File: src/smc_regs.svh
// constants for the sleep mode clock gating block
`ifndef SMC_REGS_SVH
`define SMC_REGS_SVH
`define SMC_MODE_IDLE 3'h0
`define SMC_MODE_NOISE 3'h1
`define SMC_MODE_PDOWN 3'h2
`define SMC_MODE_PSAVE 3'h3
`define SMC_MODE_RSV4 3'h4
`define SMC_MODE_RSV5 3'h5
`define SMC_MODE_STBY 3'h6
`define SMC_MODE_XSTBY 3'h7
`define SMC_HALT_EXTRA 3'h4
`define SMC_STBY_WAKE 16'h0006
`define SMC_CNT_ZERO 16'h0000
`define SMC_CNT_ONE 16'h0001
`define SMC_HALT_ZERO 3'h0
`define SMC_HALT_ONE 3'h1
`define SMC_AGE_ZERO 17'h00000
`define SMC_AGE_ONE 17'h00001
`define SMC_AGE_LIMIT 17'h0FFFF
`endif

File: src/smc_pkg.sv
// types for the sleep mode clock gating block
package smc_pkg;
   typedef enum logic [2:0] {
      SMC_RUN = 3'h0,
      SMC_SLEEP = 3'h1,
      SMC_START = 3'h3,
      SMC_HALT = 3'h2
   } smc_state_t;
endpackage : smc_pkg

File: src/smc_sleep_ctrl.sv
// sleep controller: gates clock domains and sequences wake-up
`timescale 1ns/1ps
`default_nettype none
`include "smc_regs.svh"

// What this block does
// - sleep entered only when halt instruction executes with arm bit set
// - after wake by interrupt, core held four more cycles past start-up
// - register file and SRAM kept intact; this block never resets them
// - reset during sleep wakes device and restarts from reset vector
// - mode 000 idle: only core and program-memory clocks stop
// - idle wakes on any enabled internal or external interrupt
// - idle with comparator disabled: comparator interrupt cannot wake
// - converter enabled: entering idle or noise mode starts conversion
// - mode 001 noise reduction: I/O, core, program clocks stop
// - noise mode wakes on converter, resets, address, timer0, store, pins
// - mode 010 power-down: oscillator and all generated clocks stop
// - power-down wakes on resets, address match, upper level, lower pins
// - power-down exit waits start-up delay set by clock-select fuses
// - mode 011 power-save: like power-down, async timer runs if selected
// - power-save timer0 wake needs its mask bit and global enable
// - async timer registers undefined after power-save without async clock
// - mode 110 standby needs crystal; oscillator runs; wakes in 6 cycles
// - mode 111 extended standby needs crystal; wakes in six cycles
// - select occupies control bits 4:2; codes 100 and 101 reserved
module smc_sleep_ctrl
   import smc_pkg::*;
(
   input wire logic clk,
   input wire logic rst,
   input wire logic sleepArmBit,
   input wire logic [2:0] sleepModeSelect,
   input wire logic haltExec,
   input wire logic crystalClock,
   input wire logic [15:0] startupCycles,
   input wire logic globalIrqEnable,
   input wire logic asyncTimerClockSel,
   input wire logic comparatorDisableBit,
   input wire logic converterEnable,
   input wire logic [7:0] extIrqPins,
   input wire logic [3:0] upperLevelMode,
   input wire logic comparatorIrq,
   input wire logic converterDoneIrq,
   input wire logic addrMatchIrq,
   input wire logic timer0OvfIrq,
   input wire logic timer0CmpIrq,
   input wire logic [1:0] timer0IrqMask,
   input wire logic storeReadyIrq,
   input wire logic otherIoIrq,
   input wire logic resetWake,
   output logic coreClockEn,
   output logic programMemoryClockEn,
   output logic peripheralClockEn,
   output logic converterClockEn,
   output logic asyncTimerClockEn,
   output logic mainOscEn,
   output logic converterStart,
   output logic resumeIrq,
   output logic resumeReset,
   output logic sleeping
);

   smc_state_t state;
   smc_state_t next_state;
   logic [2:0] mode;
   logic [15:0] waitCnt;
   logic [2:0] haltCnt;
   logic wakeSrc;
   logic modeOk;
   logic wakeByReset;

   // valid mode check: reserved codes and crystal-less standby refused
   function automatic logic smc_mode_valid(input logic [2:0] m, input logic xtal);
      case (m)
         `SMC_MODE_RSV4, `SMC_MODE_RSV5: smc_mode_valid = 1'b0;
         `SMC_MODE_STBY, `SMC_MODE_XSTBY: smc_mode_valid = xtal;
         default: smc_mode_valid = 1'b1;
      endcase
   endfunction : smc_mode_valid

   // timer0 wake term gated by mask and global enable
   function automatic logic smc_t0_wake(input logic ovf, input logic cmp, input logic [1:0] msk,
                                        input logic gie);
      smc_t0_wake = gie && ((ovf && msk[0]) || (cmp && msk[1]));
   endfunction : smc_t0_wake

   assign modeOk = smc_mode_valid(sleepModeSelect, crystalClock);

   logic pinWake;
   logic t0Wake;
   assign pinWake = (|extIrqPins[3:0]) || (|(extIrqPins[7:4] & upperLevelMode));
   assign t0Wake = smc_t0_wake(timer0OvfIrq, timer0CmpIrq, timer0IrqMask, globalIrqEnable);

   always_comb begin
      case (mode)
         `SMC_MODE_IDLE: wakeSrc = (|extIrqPins) || addrMatchIrq || timer0OvfIrq || timer0CmpIrq ||
                                   storeReadyIrq || converterDoneIrq || otherIoIrq ||
                                   (comparatorIrq && !comparatorDisableBit);
         `SMC_MODE_NOISE: wakeSrc = converterDoneIrq || addrMatchIrq || timer0OvfIrq || timer0CmpIrq ||
                                    storeReadyIrq || pinWake;
         `SMC_MODE_PSAVE, `SMC_MODE_XSTBY: wakeSrc = addrMatchIrq || pinWake ||
                                                      (asyncTimerClockSel && t0Wake);
         default: wakeSrc = addrMatchIrq || pinWake;
      endcase
   end

   always_comb begin
      next_state = state;
      case (state)
         SMC_RUN: if (haltExec && sleepArmBit && modeOk) begin
            next_state = SMC_SLEEP;
         end
         SMC_SLEEP: if (resetWake || wakeSrc) begin
            next_state = SMC_START;
         end
         SMC_START: if (waitCnt <= `SMC_CNT_ONE) begin
            next_state = wakeByReset ? SMC_RUN : SMC_HALT;
         end
         SMC_HALT: if (haltCnt == `SMC_HALT_ONE) begin
            next_state = SMC_RUN;
         end
         default: next_state = SMC_RUN;
      endcase
   end

   // state register
   always_ff @(posedge clk) begin
      if (rst) begin
         state <= SMC_RUN;
      end else begin
         state <= next_state;
      end
   end

   // mode latch and wake cause
   always_ff @(posedge clk) begin
      if (rst) begin
         mode <= `SMC_MODE_IDLE;
         wakeByReset <= 1'b0;
      end else begin
         if (state == SMC_RUN && next_state == SMC_SLEEP) begin
            mode <= sleepModeSelect;
            wakeByReset <= 1'b0;
         end
         if (state == SMC_SLEEP && resetWake) begin
            wakeByReset <= 1'b1;
         end
      end
   end

   // start-up and halt counters
   always_ff @(posedge clk) begin
      if (rst) begin
         waitCnt <= `SMC_CNT_ZERO;
         haltCnt <= `SMC_HALT_ZERO;
      end else begin
         if (state == SMC_SLEEP) begin
            case (mode)
               `SMC_MODE_STBY, `SMC_MODE_XSTBY: waitCnt <= `SMC_STBY_WAKE;
               `SMC_MODE_PDOWN, `SMC_MODE_PSAVE: waitCnt <= startupCycles;
               default: waitCnt <= `SMC_CNT_ONE;
            endcase
         end else if (state == SMC_START && waitCnt != `SMC_CNT_ZERO) begin
            waitCnt <= waitCnt - `SMC_CNT_ONE;
         end
         if (state == SMC_START) begin
            haltCnt <= `SMC_HALT_EXTRA;
         end else if (state == SMC_HALT) begin
            haltCnt <= haltCnt - `SMC_HALT_ONE;
         end
      end
   end

   // clock enables per mode; register file and memory are only clock-gated, never cleared
   always_ff @(posedge clk) begin
      if (rst) begin
         coreClockEn <= 1'b1;
         programMemoryClockEn <= 1'b1;
         peripheralClockEn <= 1'b1;
         converterClockEn <= 1'b1;
         asyncTimerClockEn <= 1'b1;
         mainOscEn <= 1'b1;
         sleeping <= 1'b0;
      end else if (next_state == SMC_SLEEP) begin
         coreClockEn <= 1'b0;
         programMemoryClockEn <= 1'b0;
         sleeping <= 1'b1;
         case (state == SMC_RUN ? sleepModeSelect : mode)
            `SMC_MODE_IDLE: begin
               peripheralClockEn <= 1'b1;
               converterClockEn <= 1'b1;
               asyncTimerClockEn <= 1'b1;
               mainOscEn <= 1'b1;
            end
            `SMC_MODE_NOISE: begin
               peripheralClockEn <= 1'b0;
               converterClockEn <= 1'b1;
               asyncTimerClockEn <= 1'b1;
               mainOscEn <= 1'b1;
            end
            `SMC_MODE_PSAVE, `SMC_MODE_XSTBY: begin
               peripheralClockEn <= 1'b0;
               converterClockEn <= 1'b0;
               asyncTimerClockEn <= asyncTimerClockSel;
               mainOscEn <= (state == SMC_RUN ? sleepModeSelect : mode) == `SMC_MODE_XSTBY;
            end
            `SMC_MODE_STBY: begin
               peripheralClockEn <= 1'b0;
               converterClockEn <= 1'b0;
               asyncTimerClockEn <= 1'b0;
               mainOscEn <= 1'b1;
            end
            default: begin
               peripheralClockEn <= 1'b0;
               converterClockEn <= 1'b0;
               asyncTimerClockEn <= 1'b0;
               mainOscEn <= 1'b0;
            end
         endcase
      end else if (next_state == SMC_START) begin
         peripheralClockEn <= 1'b1;
         converterClockEn <= 1'b1;
         asyncTimerClockEn <= 1'b1;
         mainOscEn <= 1'b1;
         sleeping <= 1'b1;
      end else begin
         coreClockEn <= (next_state == SMC_RUN);
         programMemoryClockEn <= (next_state == SMC_RUN);
         peripheralClockEn <= 1'b1;
         converterClockEn <= 1'b1;
         asyncTimerClockEn <= 1'b1;
         mainOscEn <= 1'b1;
         sleeping <= (next_state != SMC_RUN);
      end
   end

   // event pulses to core and converter
   always_ff @(posedge clk) begin
      if (rst) begin
         converterStart <= 1'b0;
         resumeIrq <= 1'b0;
         resumeReset <= 1'b0;
      end else begin
         converterStart <= state == SMC_RUN && next_state == SMC_SLEEP && converterEnable &&
                           (sleepModeSelect == `SMC_MODE_IDLE || sleepModeSelect == `SMC_MODE_NOISE);
         resumeIrq <= state == SMC_HALT && next_state == SMC_RUN;
         resumeReset <= state == SMC_START && next_state == SMC_RUN;
      end
   end

   // reset-wake age counter: bounds how long a reset wake may take to resume
   logic resetPend;
   logic [16:0] resetAge;
   always_ff @(posedge clk) begin
      if (rst || resumeReset) begin
         resetPend <= 1'b0;
         resetAge <= `SMC_AGE_ZERO;
      end else if (state == SMC_SLEEP && resetWake) begin
         resetPend <= 1'b1;
         resetAge <= `SMC_AGE_ZERO;
      end else if (resetPend) begin
         resetAge <= resetAge + `SMC_AGE_ONE;
      end
   end

   property p_no_sleep_unarmed;
      @(posedge clk) disable iff (rst)
      (state == SMC_RUN && haltExec && !sleepArmBit) |=> state == SMC_RUN;
   endproperty
   a_no_sleep_unarmed: assert property (p_no_sleep_unarmed) else $error("slept without arm bit");

   property p_enter;
      @(posedge clk) disable iff (rst)
      (state == SMC_RUN && haltExec && sleepArmBit && modeOk) |=> (sleeping && !coreClockEn && !programMemoryClockEn);
   endproperty
   a_enter: assert property (p_enter) else $error("sleep not entered");

   property p_reserved;
      @(posedge clk) disable iff (rst)
      (state == SMC_RUN && haltExec && sleepArmBit && !modeOk) |=> (state == SMC_RUN && !sleeping);
   endproperty
   a_reserved: assert property (p_reserved) else $error("invalid mode slept");

   property p_halt4;
      @(posedge clk) disable iff (rst)
      $rose(state == SMC_HALT) |-> (state == SMC_HALT)[*4] ##1 state == SMC_RUN;
   endproperty
   a_halt4: assert property (p_halt4) else $error("halt not four cycles");

   property p_stby6;
      @(posedge clk) disable iff (rst)
      (state == SMC_SLEEP && mode == `SMC_MODE_STBY && wakeSrc && !resetWake) |=> (state == SMC_START)[*6];
   endproperty
   a_stby6: assert property (p_stby6) else $error("standby wake not six cycles");

   property p_idle_clocks;
      @(posedge clk) disable iff (rst)
      (sleeping && state == SMC_SLEEP && mode == `SMC_MODE_IDLE) |-> peripheralClockEn && mainOscEn;
   endproperty
   a_idle_clocks: assert property (p_idle_clocks) else $error("idle stopped io clock");

   property p_pdown_clocks;
      @(posedge clk) disable iff (rst)
      (state == SMC_SLEEP && $past(state) == SMC_SLEEP && mode == `SMC_MODE_PDOWN) |-> !mainOscEn && !asyncTimerClockEn;
   endproperty
   a_pdown_clocks: assert property (p_pdown_clocks) else $error("power-down left clocks on");

   property p_reset_wake;
      @(posedge clk) disable iff (rst)
      (state == SMC_SLEEP && resetWake) |=> (state == SMC_START && wakeByReset);
   endproperty
   a_reset_wake: assert property (p_reset_wake) else $error("reset wake lost");

   property p_reset_age;
      @(posedge clk) disable iff (rst)
      resetPend |-> resetAge <= `SMC_AGE_LIMIT;
   endproperty
   a_reset_age: assert property (p_reset_age) else $error("reset wake never resumed");

   property p_resume_core;
      @(posedge clk) disable iff (rst)
      resumeIrq |-> (coreClockEn && programMemoryClockEn && !sleeping);
   endproperty
   a_resume_core: assert property (p_resume_core) else $error("resumed with core clock off");

   property p_conv;
      @(posedge clk) disable iff (rst)
      (state == SMC_RUN && haltExec && sleepArmBit && converterEnable && sleepModeSelect == `SMC_MODE_IDLE)
         |=> converterStart;
   endproperty
   a_conv: assert property (p_conv) else $error("conversion not started");

   c_idle_irq: cover property (@(posedge clk) disable iff (rst) state == SMC_HALT ##4 resumeIrq);
   c_pdown: cover property (@(posedge clk) disable iff (rst) state == SMC_SLEEP && mode == `SMC_MODE_PDOWN);
   c_reset: cover property (@(posedge clk) disable iff (rst) resumeReset);
   c_xstby: cover property (@(posedge clk) disable iff (rst) state == SMC_START && mode == `SMC_MODE_XSTBY);
   c_psave_t0: cover property (@(posedge clk) disable iff (rst) state == SMC_SLEEP && mode == `SMC_MODE_PSAVE && t0Wake);

endmodule : smc_sleep_ctrl
`default_nettype wire

File: config.mk
export PLATFORM = sky130hd
export DESIGN_NAME = smc_sleep_ctrl
export DESIGN_NICKNAME = d
export VERILOG_FILES = /design/src/smc_pkg.sv /design/src/smc_sleep_ctrl.sv
export VERILOG_INCLUDE_DIRS = /design/src
export SDC_FILE = /design/constraint.sdc
export NUM_CORES = 1
export LEC_CHECK = 0
export BUFFER_PORTS_ARGS = -buffer_cell sky130_fd_sc_hd__clkbuf_2
export CORE_MARGIN = 2
export CORE_UTILIZATION = 52
export DETAILED_ROUTE_END_ITERATION = 12
export PLACE_DENSITY = 0.84
export SKIP_CTS_REPAIR_TIMING = 1
export SLEW_MARGIN = 25
export SYNTH_ARGS = -nofsm -noshare
export SYNTH_HDL_FRONTEND = slang
export SYNTH_SLANG_ARGS = --single-unit
File: constraint.sdc
create_clock -name clk -period 2.3 [get_ports clk]
set_input_delay 0.115 -clock clk [delete_from_list [all_inputs] [get_ports clk]]
set_output_delay 0.115 -clock clk [all_outputs]
set_load 0.03 [all_outputs]
Yosys cells after proc, flatten, opt, wreduce, memory -nomap -nowiden
Index checks and enable logic that the tools add are counted.
{"block": "totals", "elab_cells": 121, "reg_bits": 35}
{"block": "classes", "bitwise_logic": 2, "n_reduce_logical": 56, "n_mux": 24, "order_cmp": 1, "n_eq_ne": 21, "n_addsub": 2}
{"op": "$mux W16", "n": 2}
{"op": "$pmux W16 S2", "n": 1}
{"op": "$eq A3 B3 Y1 const B", "n": 8}
{"op": "$mux W3", "n": 7}
{"op": "$eq A3 B1 Y1 const B", "n": 6}
{"op": "$eq A3 B2 Y1 const B", "n": 6}
{"op": "$logic_or A1 B1 Y1", "n": 18}
{"op": "$reduce_or A2 Y1", "n": 9}
{"op": "$le A16 B1 Y1 const B", "n": 1}
{"op": "$reduce_bool A16 Y1", "n": 1}
{"op": "$sub A16 B1 Y16 const B", "n": 1}
{"op": "$logic_not A3 Y1", "n": 5}
{"op": "$logic_and A1 B1 Y1", "n": 14}
{"op": "$pmux W3 S4", "n": 1}
{"op": "$mux W1", "n": 8}
{"op": "$reduce_or A4 Y1", "n": 2}
{"op": "$reduce_or A8 Y1", "n": 1}
{"op": "$pmux W1 S2", "n": 3}
{"op": "$reduce_bool A2 Y1", "n": 3}
{"op": "$and A4 B4 Y4", "n": 1}
{"op": "$pmux W1 S3", "n": 1}
{"op": "$reduce_bool A3 Y1", "n": 1}
{"op": "$reduce_or A3 Y1", "n": 1}
{"op": "$sub A3 B1 Y3 const B", "n": 1}
{"op": "other kinds (4)", "n": 4}

Depth between registers and ports, before layout
Gate-level depths: netlist (run 1).
{"block": "logic_depth", "ltp_word": 16, "ltp_mapped": 8}

Worst setup path after synthesis (run 1)
No wires, ideal clock.
{"block": "synth_path", "path_type": "flip-flop to flip-flop", "start": "register waitCnt[4]", "end": "register waitCnt[15]", "path_stages_with_launch": 7, "t_arrival_ns": 1.750, "setup_time_ns": 0.132, "synth_period_minus_slack_ns": 1.882, "path_slack_ns": 0.418, "cell_sequence": "dfxtp_1 or4_4 nor4_4 a21boi_1 buf_2 o21ai_0 a21oi_1"}
{"block": "synth_between", "elab_chain_len": 3}
{"element": "start, declared", "line": "smc_sleep_ctrl.sv:66", "text": "logic [15:0] waitCnt;"}
{"element": "start signal, assigned", "line": "smc_sleep_ctrl.sv:154", "text": "waitCnt <= `SMC_CNT_ZERO;"}
{"element": "start signal, assigned", "line": "smc_sleep_ctrl.sv:159", "text": "`SMC_MODE_STBY, `SMC_MODE_XSTBY: waitCnt <= `SMC_STBY_WAKE;"}
{"element": "start signal, assigned", "line": "smc_sleep_ctrl.sv:160", "text": "`SMC_MODE_PDOWN, `SMC_MODE_PSAVE: waitCnt <= startupCycles;"}
{"element": "$sub A16 B1 Y16 (no line) / $reduce_bool A16 Y1 (equally long branches)"}
{"element": "$mux W16 / $logic_and A1 B1 Y1 (equally long branches)"}
{"element": "$mux W16 / $reduce_bool A2 Y1 (equally long branches)"}
Parallel ways exist; a longest one is shown, timed or not. The select of a mux whose other input is x is not followed.
A chain may end at the register's enable or synchronous reset.

Final worst setup path (run 1)
{"block": "layout_path", "start": "register waitCnt[11]", "end": "register resumeReset"}
{"block": "layout_between", "elab_chain_len": 5}
{"element": "$le A16 B1 Y1 (no line)"}
{"element": "$mux W3", "line": "smc_sleep_ctrl.sv:116", "text": "SMC_START: if (waitCnt <= `SMC_CNT_ONE) begin"}
{"element": "$pmux W3 S4", "line": "smc_sleep_ctrl.sv:109", "text": "case (state)"}
{"element": "$logic_not A3 Y1", "line": "smc_sleep_ctrl.sv:247", "text": "resumeReset <= state == SMC_START && next_state == SMC_RUN;"}
{"element": "$logic_and A1 B1 Y1", "line": "smc_sleep_ctrl.sv:247"}
{"element": "end signal, assigned", "line": "smc_sleep_ctrl.sv:242", "text": "resumeReset <= 1'b0;"}
{"element": "end signal, assigned", "line": "smc_sleep_ctrl.sv:247"}
{"element": "end, declared", "line": "smc_sleep_ctrl.sv:59", "text": "output logic resumeReset,"}
No other way between the ends.

==> metrics.md, run 1 <==
| Metric | Value |
|---|---|
| Outcome | completed |
| CTS root buffer | clkbuf_8 |
| Max Freq | 485 MHz |
| Via count | 2216 |
| Fin Setup TNS | 0 ns |
| Setup ws final | 0.239 ns |
| DIE AREA | 0.00463 mm² |
| First-pass GRT wire length | 8710 µm |
| Antenna violations before repair | 0 |
| Antenna-violating nets left | 0 |
| Worst-Margin Slew | 0.738 ns |
| Synth top cells by count | 35 x dfxtp_1, 30 x a21oi_1, 22 x nor2_1, 18 x nand2_1 |
| Detailed placer's ending HPWL | 3840 µm |
| Antenna fix cells | 0 |
| Crit Path Max Fanout | 8 |
| Drt drc | 0 |
| Distinct cell type count after synthesis | 59 |
| Power Density | 499 mW/mm² |
| H-tree levels | 2 |
| Wire per inst | 14.4 µm |
| Final period util | 89.6% |
| Cells taking the most area after synthesis | dfxtp_1 33%, a21oi_1 7.0%, nor2_1 3.9%, nand2_1 3.2%, nor3_1 2.8% |
| Synth Area in Compound Gates | 31.9% |
| Crit path kind | reg2reg |
| Max-Cap Viols | 0 |
| Largest net degree at the start of global routing | 31 |
| Final hold vios | 0 |
| Post-synthesis cell area | 0.00213 mm² |
| FFs w/ async S/R, synth | 0% |
| YS warnings | 0 |
| Post-layout minimum cycle time | 2.06 ns |
| Arr. time, crit path | 2.30 ns |
| Die width | 68.0 µm |
| Reg2Reg Depth | 5 |
| Post-synthesis xor/xnor area fraction | 0.822% |
| Routed wl met3 | 404 µm |
| Setup Skew | 0.00883 ns |
| Clk_lat worst skew | 0.29 ns |
| Initial DRC count | 174 |
| VDD IR-drop max | 314 µV |
| Drt total wl | 5370 µm |
| Initial cell density of the core | 53.7% |
| Syn Nets | 314 |
| Post-Synthesis Cells | 260 |
| Top Metal Used | met4 |
| Hold WS | 0.0566 ns |
| DR vias/cell | 5.96 |
| Global route overflow | 0 |
| Std cell rows | 23 |
| DR WL met2 | 2560 µm |
| Post-Synth Adder-Cell Area | 2.35% |
| Mapped Avg Cell Area | 8.20 µm² |
| RR Endpoint | resumeReset |
| Top-count cell post-synth | dfxtp_1 |
| Reg2reg start | waitCnt[11] |
| TritonRoute pass-1 iters | 4 |
| Mux cell area share after synthesis | 0.470% |
| Core Footprint | 0.00397 mm² |
| Post-synthesis register bit count | 35 |
| All-layer global routing usage | 24.3% |
| Sum of routed wire segments on met1 | 2370 µm |
| Leakage power | 1.07 nW |
| Post-Synth Simple-Gate Area | 25.8% |
| Final net count | 375 |
| Vias in the first global route | 2048 |
| Main combinational cell family by area after synthesis | compound AO/OA/AOI/OAI gates |
| Element type at the critical path end | register |
| TritonCTS Sinks | 35 |
| Critical Path End | resumeReset |
| Rel. slew slack | 50.5% |
| I/O pin count | 60 |
| DP Worst Slack | 0.263 ns |
| Layout cell share with drive strength beyond 1 | 29.8% |
| Post-synthesis sequential area ratio | 32.9% |
| TritonCTS Buffers | 5 |
| Final Slew Violations | 0 |
| Post-synth EDFFs | 0 |
| Post-DP Area | 0.00250 mm² |
| Clock slew at reported path FFs | 0.08 ns |
| RSZ-0062 raised after global routing | no |
| GPL Wtd Cong | 0.860 |
| CP required | 2.54 ns |
| Chip Height | 68.0 µm |
| Synth top area share | 32.9% |
| R2R Setup Slk | 0.24 ns |
| # port buffers | 59 |
| Synth Flop Type | dfxtp_1 |
| Startpoint types | register |
| Final setup vio count | 0 |
| TritonCTS clock tree | yes |
| Area leader, netlist | dfxtp_1 |
| Synth-to-layout area growth | 22.1% |
| Crit path launch | waitCnt[11] |
| Worst Hold Class | in2reg |
| CTS max path bufs | 2 |
| Finished layout cell area | 0.00260 mm² |
[through the flow]
stage	power, W	instances	utilization (%)
after global placement	0.000807	364	62.9
final	0.00130	372	65.5
after detailed placement	0.000811	364	63.0
after global routing	0.00135	372	65.5
after floorplan	0.000735	260	-
after CTS	0.00130	372	65.5
[logic make-up (layout without fill, tap and decap cells)]
| group | after synthesis | count (layout) |
|---|---|---|
| XOR/XNOR | 2 | 2 |
| adder cells (fa/ha/maj) | 4 | 4 |
| other | 1 | 1 |
| multiplexers | 1 | 1 |
| AND/OR/NAND/NOR | 94 | 94 |
| flip-flops | 35 | 35 |
| buffers and inverters | 27 | 89 |
| AO/OA/AOI/OAI | 96 | 96 |
[registers in the layout (all words and copies together), names as in the netlist]
name                  count
mainOscEn                 1
mode                      3
waitCnt                  16
converterStart            1
peripheralClockEn         1
resumeReset               1
resumeIrq                 1
haltCnt                   3
sleeping                  1
converterClockEn          1
wakeByReset               1
asyncTimerClockEn         1
state                     3
programMemoryClockEn      1
[layer usage]
metal	track usage, %	vias to the layer above
li1	-	1097
met1	29.8	1027
met2	42.7	88
met3	5.26	4
met4	7.00	0
met5	0	-
[layout make-up]
| cell class | instances | area [µm²] |
|---|---|---|
| well taps | 50 | 62.6 |
| flip-flops and latches | 35 | 701 |
| repair buffers | 71 | 385 |
| inverters | 10 | 37.5 |
| fillers | 361 | 1370 |
| multi-input cells | 198 | 1320 |
| clock buffers | 8 | 100 |
[report_power, final]
part	internal [W]	total, W	switching (W)
combinational	0.0000838	0.000178	0.0000943
clock	0.000274	0.000500	0.000226
sequential	0.000614	0.000621	0.00000712
[worst min-delay path by stage]
stage / startpoint / endpoint / slack, ns / cells after the start
2_1_floorplan: converterEnable / converterStart / 0.27 / 2
4_1_cts: converterEnable / converterStart / 0.06 / 3
5_1_grt: converterEnable / converterStart / 0.06 / 3
3_5_place_dp: converterEnable / converterStart / 0.36 / 3
3_3_place_gp: converterEnable / converterStart / 0.37 / 3
6_report: converterEnable / converterStart / 0.06 / 3
[layout by cell type (no fill, tap or decap), drive strengths merged, types with 2 or more instances in the layout]
master  instances
a211oi          5
a21boi          3
a21o            2
a21oi          31
a22o            6
a311oi          2
a31oi           6
a32o            3
and2            4
buf            12
clkbuf         67
dfxtp          35
ha              4
inv            10
nand2          18
nand2b          4
nand3           3
nand4           7
nand4b          3
nor2           22
nor2b           3
nor3           13
nor3b           3
nor4            7
o211a           2
o21a            2
o21ai          18
o41ai           6
or4             3
[critical path, cell delays in order (launching register included)]
cell     delay, ns
dfxtp_1       0.38
or4_4         0.58
nor3b_2       0.31
a31o_2        0.24
and2_1        0.27
and4b_1       0.22
No activity file was read; power rests on OpenSTA's default activity.
==> run 2: changes to the inputs <==
--- a/config.mk
+++ b/config.mk
@@ -8,9 +8,9 @@
 export LEC_CHECK = 0
 export BUFFER_PORTS_ARGS = -buffer_cell sky130_fd_sc_hd__clkbuf_2
 export CORE_MARGIN = 2
-export CORE_UTILIZATION = 52
+export CORE_UTILIZATION = 33
 export DETAILED_ROUTE_END_ITERATION = 12
-export PLACE_DENSITY = 0.84
+export PLACE_DENSITY = 0.56
 export SKIP_CTS_REPAIR_TIMING = 1
 export SLEW_MARGIN = 25
 export SYNTH_ARGS = -nofsm -noshare
==> run 2 against run 1 <==
Critical path depth stayed put; global-route usage fell by 7.9 points; clock skew down 0.0032 ns; power hardly changed; final cell count up 7.0%; first-iteration DRC count decreased by 39%; setup slack lost 0.053 ns; sequential share of layout area down 0.23 points; critical path type unchanged; largest power group unchanged.
==> metrics.md, run 2 (synthesis gave the netlist of run 1 again) <==
| Metric | Value |
|---|---|
| Drt total wl | 5800 µm (+7.9%) |
| CP required | 2.43 ns (-0.11 ns) |
| Largest Register | waitCnt |
| Crit path kind | reg2reg |
| Detailed placer's ending HPWL | 4270 µm (+11%) |
| Int Power | 0.000970 W (-0.16%) |
| Hold WS | 0.0692 ns (+0.0126 ns) |
| Initial cell density of the core | 33.7% (-20 points) |
| Worst-Margin Slew | 0.708 ns (-0.0300 ns) |
| Drt drc | 0 (unchanged) |
| # port buffers | 59 (unchanged) |
| Clock power share | 38.6% (about the same) |
| Commonest non-fill, non-tap cell in the layout | clkbuf_2 |
| Antenna violations before repair | 0 (unchanged) |
| Final period util | 91.9% (+2.3 points) |
| Max Freq | 473 MHz (-2.5%) |
| Most frequent cells in the layout | 59 x clkbuf_2, 35 x dfxtp_1, 30 x a21oi_1 |
| Crit Path Max Fanout | 8 (unchanged) |
| Worst Hold Class | in2reg |
| Element type at the critical path end | register |
| First-pass GRT wire length | 9630 µm (+10%) |
| Final setup vio count | 0 (unchanged) |
| Initial DRC count | 106 (-39%) |
| Sequential fraction of design power | 47.8% (about the same) |
| Layout cell share with drive strength beyond 1 | 29.3% (-0.53 points) |
| CTS max path bufs | 2 (unchanged) |
| Final net count | 374 (-0.27%) |
| Largest net degree at the start of global routing | 31 (unchanged) |
| TritonRoute pass-1 iters | 4 (unchanged) |
| Outcome | completed |
| Leakage power | 1.06 nW (-0.52%) |
| H-tree levels | 2 (unchanged) |
| Pwr Total | 0.00130 W (about the same) |
| Fin Setup TNS | 0 ns (unchanged) |
| Synth-to-layout area growth | 23.2% |
| Startpoint types | register |
| Final Slew Violations | 0 (unchanged) |
| Post-Layout Cell Count | 398 (+7.0%) |
| Power Density | 495 mW/mm² (-0.90%) |
| Clk_lat worst skew | 0.29 ns (about the same) |
| TritonCTS Buffers | 5 (unchanged) |
| Global route overflow | 0 (unchanged) |
| CTS root buffer | clkbuf_8 |
| TritonCTS Sinks | 35 (unchanged) |
| RSZ-0062 raised after global routing | no |
| Switch share | 25.3% (+0.089 points) |
| VDD IR-drop max | 224 µV (-29%) |
| Wire per inst | 14.6 µm (+0.82%) |
| GPL Wtd Cong | 0.790 (-8.1%) |
| Final hold vios | 0 (unchanged) |
| Vias in the first global route | 2055 (+0.34%) |
| Antenna-violating nets left | 0 (unchanged) |
| DIE AREA | 0.00712 mm² (+54%) |
| Via count | 2182 (-1.5%) |
| Antenna fix cells | 0 (unchanged) |
| I/O pin count | 60 (unchanged) |
| Setup Skew | 0.00560 ns (-0.00323 ns) |
| All-layer global routing usage | 16.4% (-7.9 points) |
| Max reg flops | 16 (unchanged) |
| Arr. time, crit path | 2.25 ns (-0.05 ns) |
| Max-Cap Viols | 0 (unchanged) |
| Std cell rows | 29 (+26%) |
| TritonCTS clock tree | yes |
| DR vias/cell | 5.48 (-8.0%) |
| Die width | 84.4 µm (+24%) |
| Post-layout minimum cycle time | 2.11 ns (+0.0533 ns) |
| Dpl cells | 390 (+7.1%) |
| Comb power frac | 13.6% (about the same) |
| Switching power total | 0.000328 W (+0.32%) |
| Clock slew at reported path FFs | 0.07 ns (about the same) |
| Post-DP Area | 0.00252 mm² (+0.90%) |
| Finished layout cell area | 0.00263 mm² (+0.87%) |
| Chip Height | 84.4 µm (+24%) |
| Rel. slew slack | 52.5% (+1.9 points) |
| Core Footprint | 0.00631 mm² (+59%) |
run 2: cell types whose count changed in the layout (fill, tap and decap cells not counted):
cell      delta
buf_4        -1
a21boi_2     -1
a21boi_1     +1
run 2: layer usage:
metal / global-route usage (%) / share of wire (%) / vias to the layer above
li1: - / - / 1103
met1: 21.6 / 48 / 1004
met2: 27.1 / 45 / 71
met3: 3.34 / 6.3 / 4
met4: 5.34 / 0.79 / 0
met5: 0 / 0 / -
run 2: metrics by stage:
| stage | setup slack (ns) | util [%] |
|---|---|---|
| 2_1_floorplan | 0.418 | - |
| 3_3_place_gp | 0.214 | 40.0 |
| 3_5_place_dp | 0.186 | 40.0 |
| 4_1_cts | 0.192 | 41.6 |
| 5_1_grt | 0.0176 | 41.6 |
| 6_report | 0.186 | 41.6 |
run 2: area by class of cell:
type	count	area, µm²
Clock buffer	8	100
Inverter	10	37.5
Multi-Input combinational cell	198	1310
Sequential cell	35	701
Timing Repair Buffer	70	378
Fill cell	671	3690
Tap cell	77	96.3
run 2: worst max-delay path, cell delays in order (launching register included):
cell and delay [ns]:
dfxtp_1 0.39, or4_4 0.60, nor3b_2 0.31, a31o_2 0.25
and2_1 0.27, o311ai_0 0.15
run 2: power groups by stage:
stage          Clock [W]  Combinational, W  Sequential [W]
5_1_grt         0.000537          0.000195        0.000622
6_report        0.000501          0.000176        0.000621
2_1_floorplan          0         0.0000982        0.000637
4_1_cts         0.000516          0.000176        0.000621
3_5_place_dp           0          0.000176        0.000635
3_3_place_gp           0          0.000176        0.000635
run 2: path summary, 6_finish.rpt:
kind | cells past startpoint | to | from | slack (ns)
worst max-delay path | 5 | programMemoryClockEn | waitCnt[11] | 0.19
worst min-delay path | 3 | converterStart | converterEnable | 0.07
worst max register to register | 5 | programMemoryClockEn | waitCnt[11] | 0.19
worst min register to register | 2 | wakeByReset | wakeByReset | 0.47
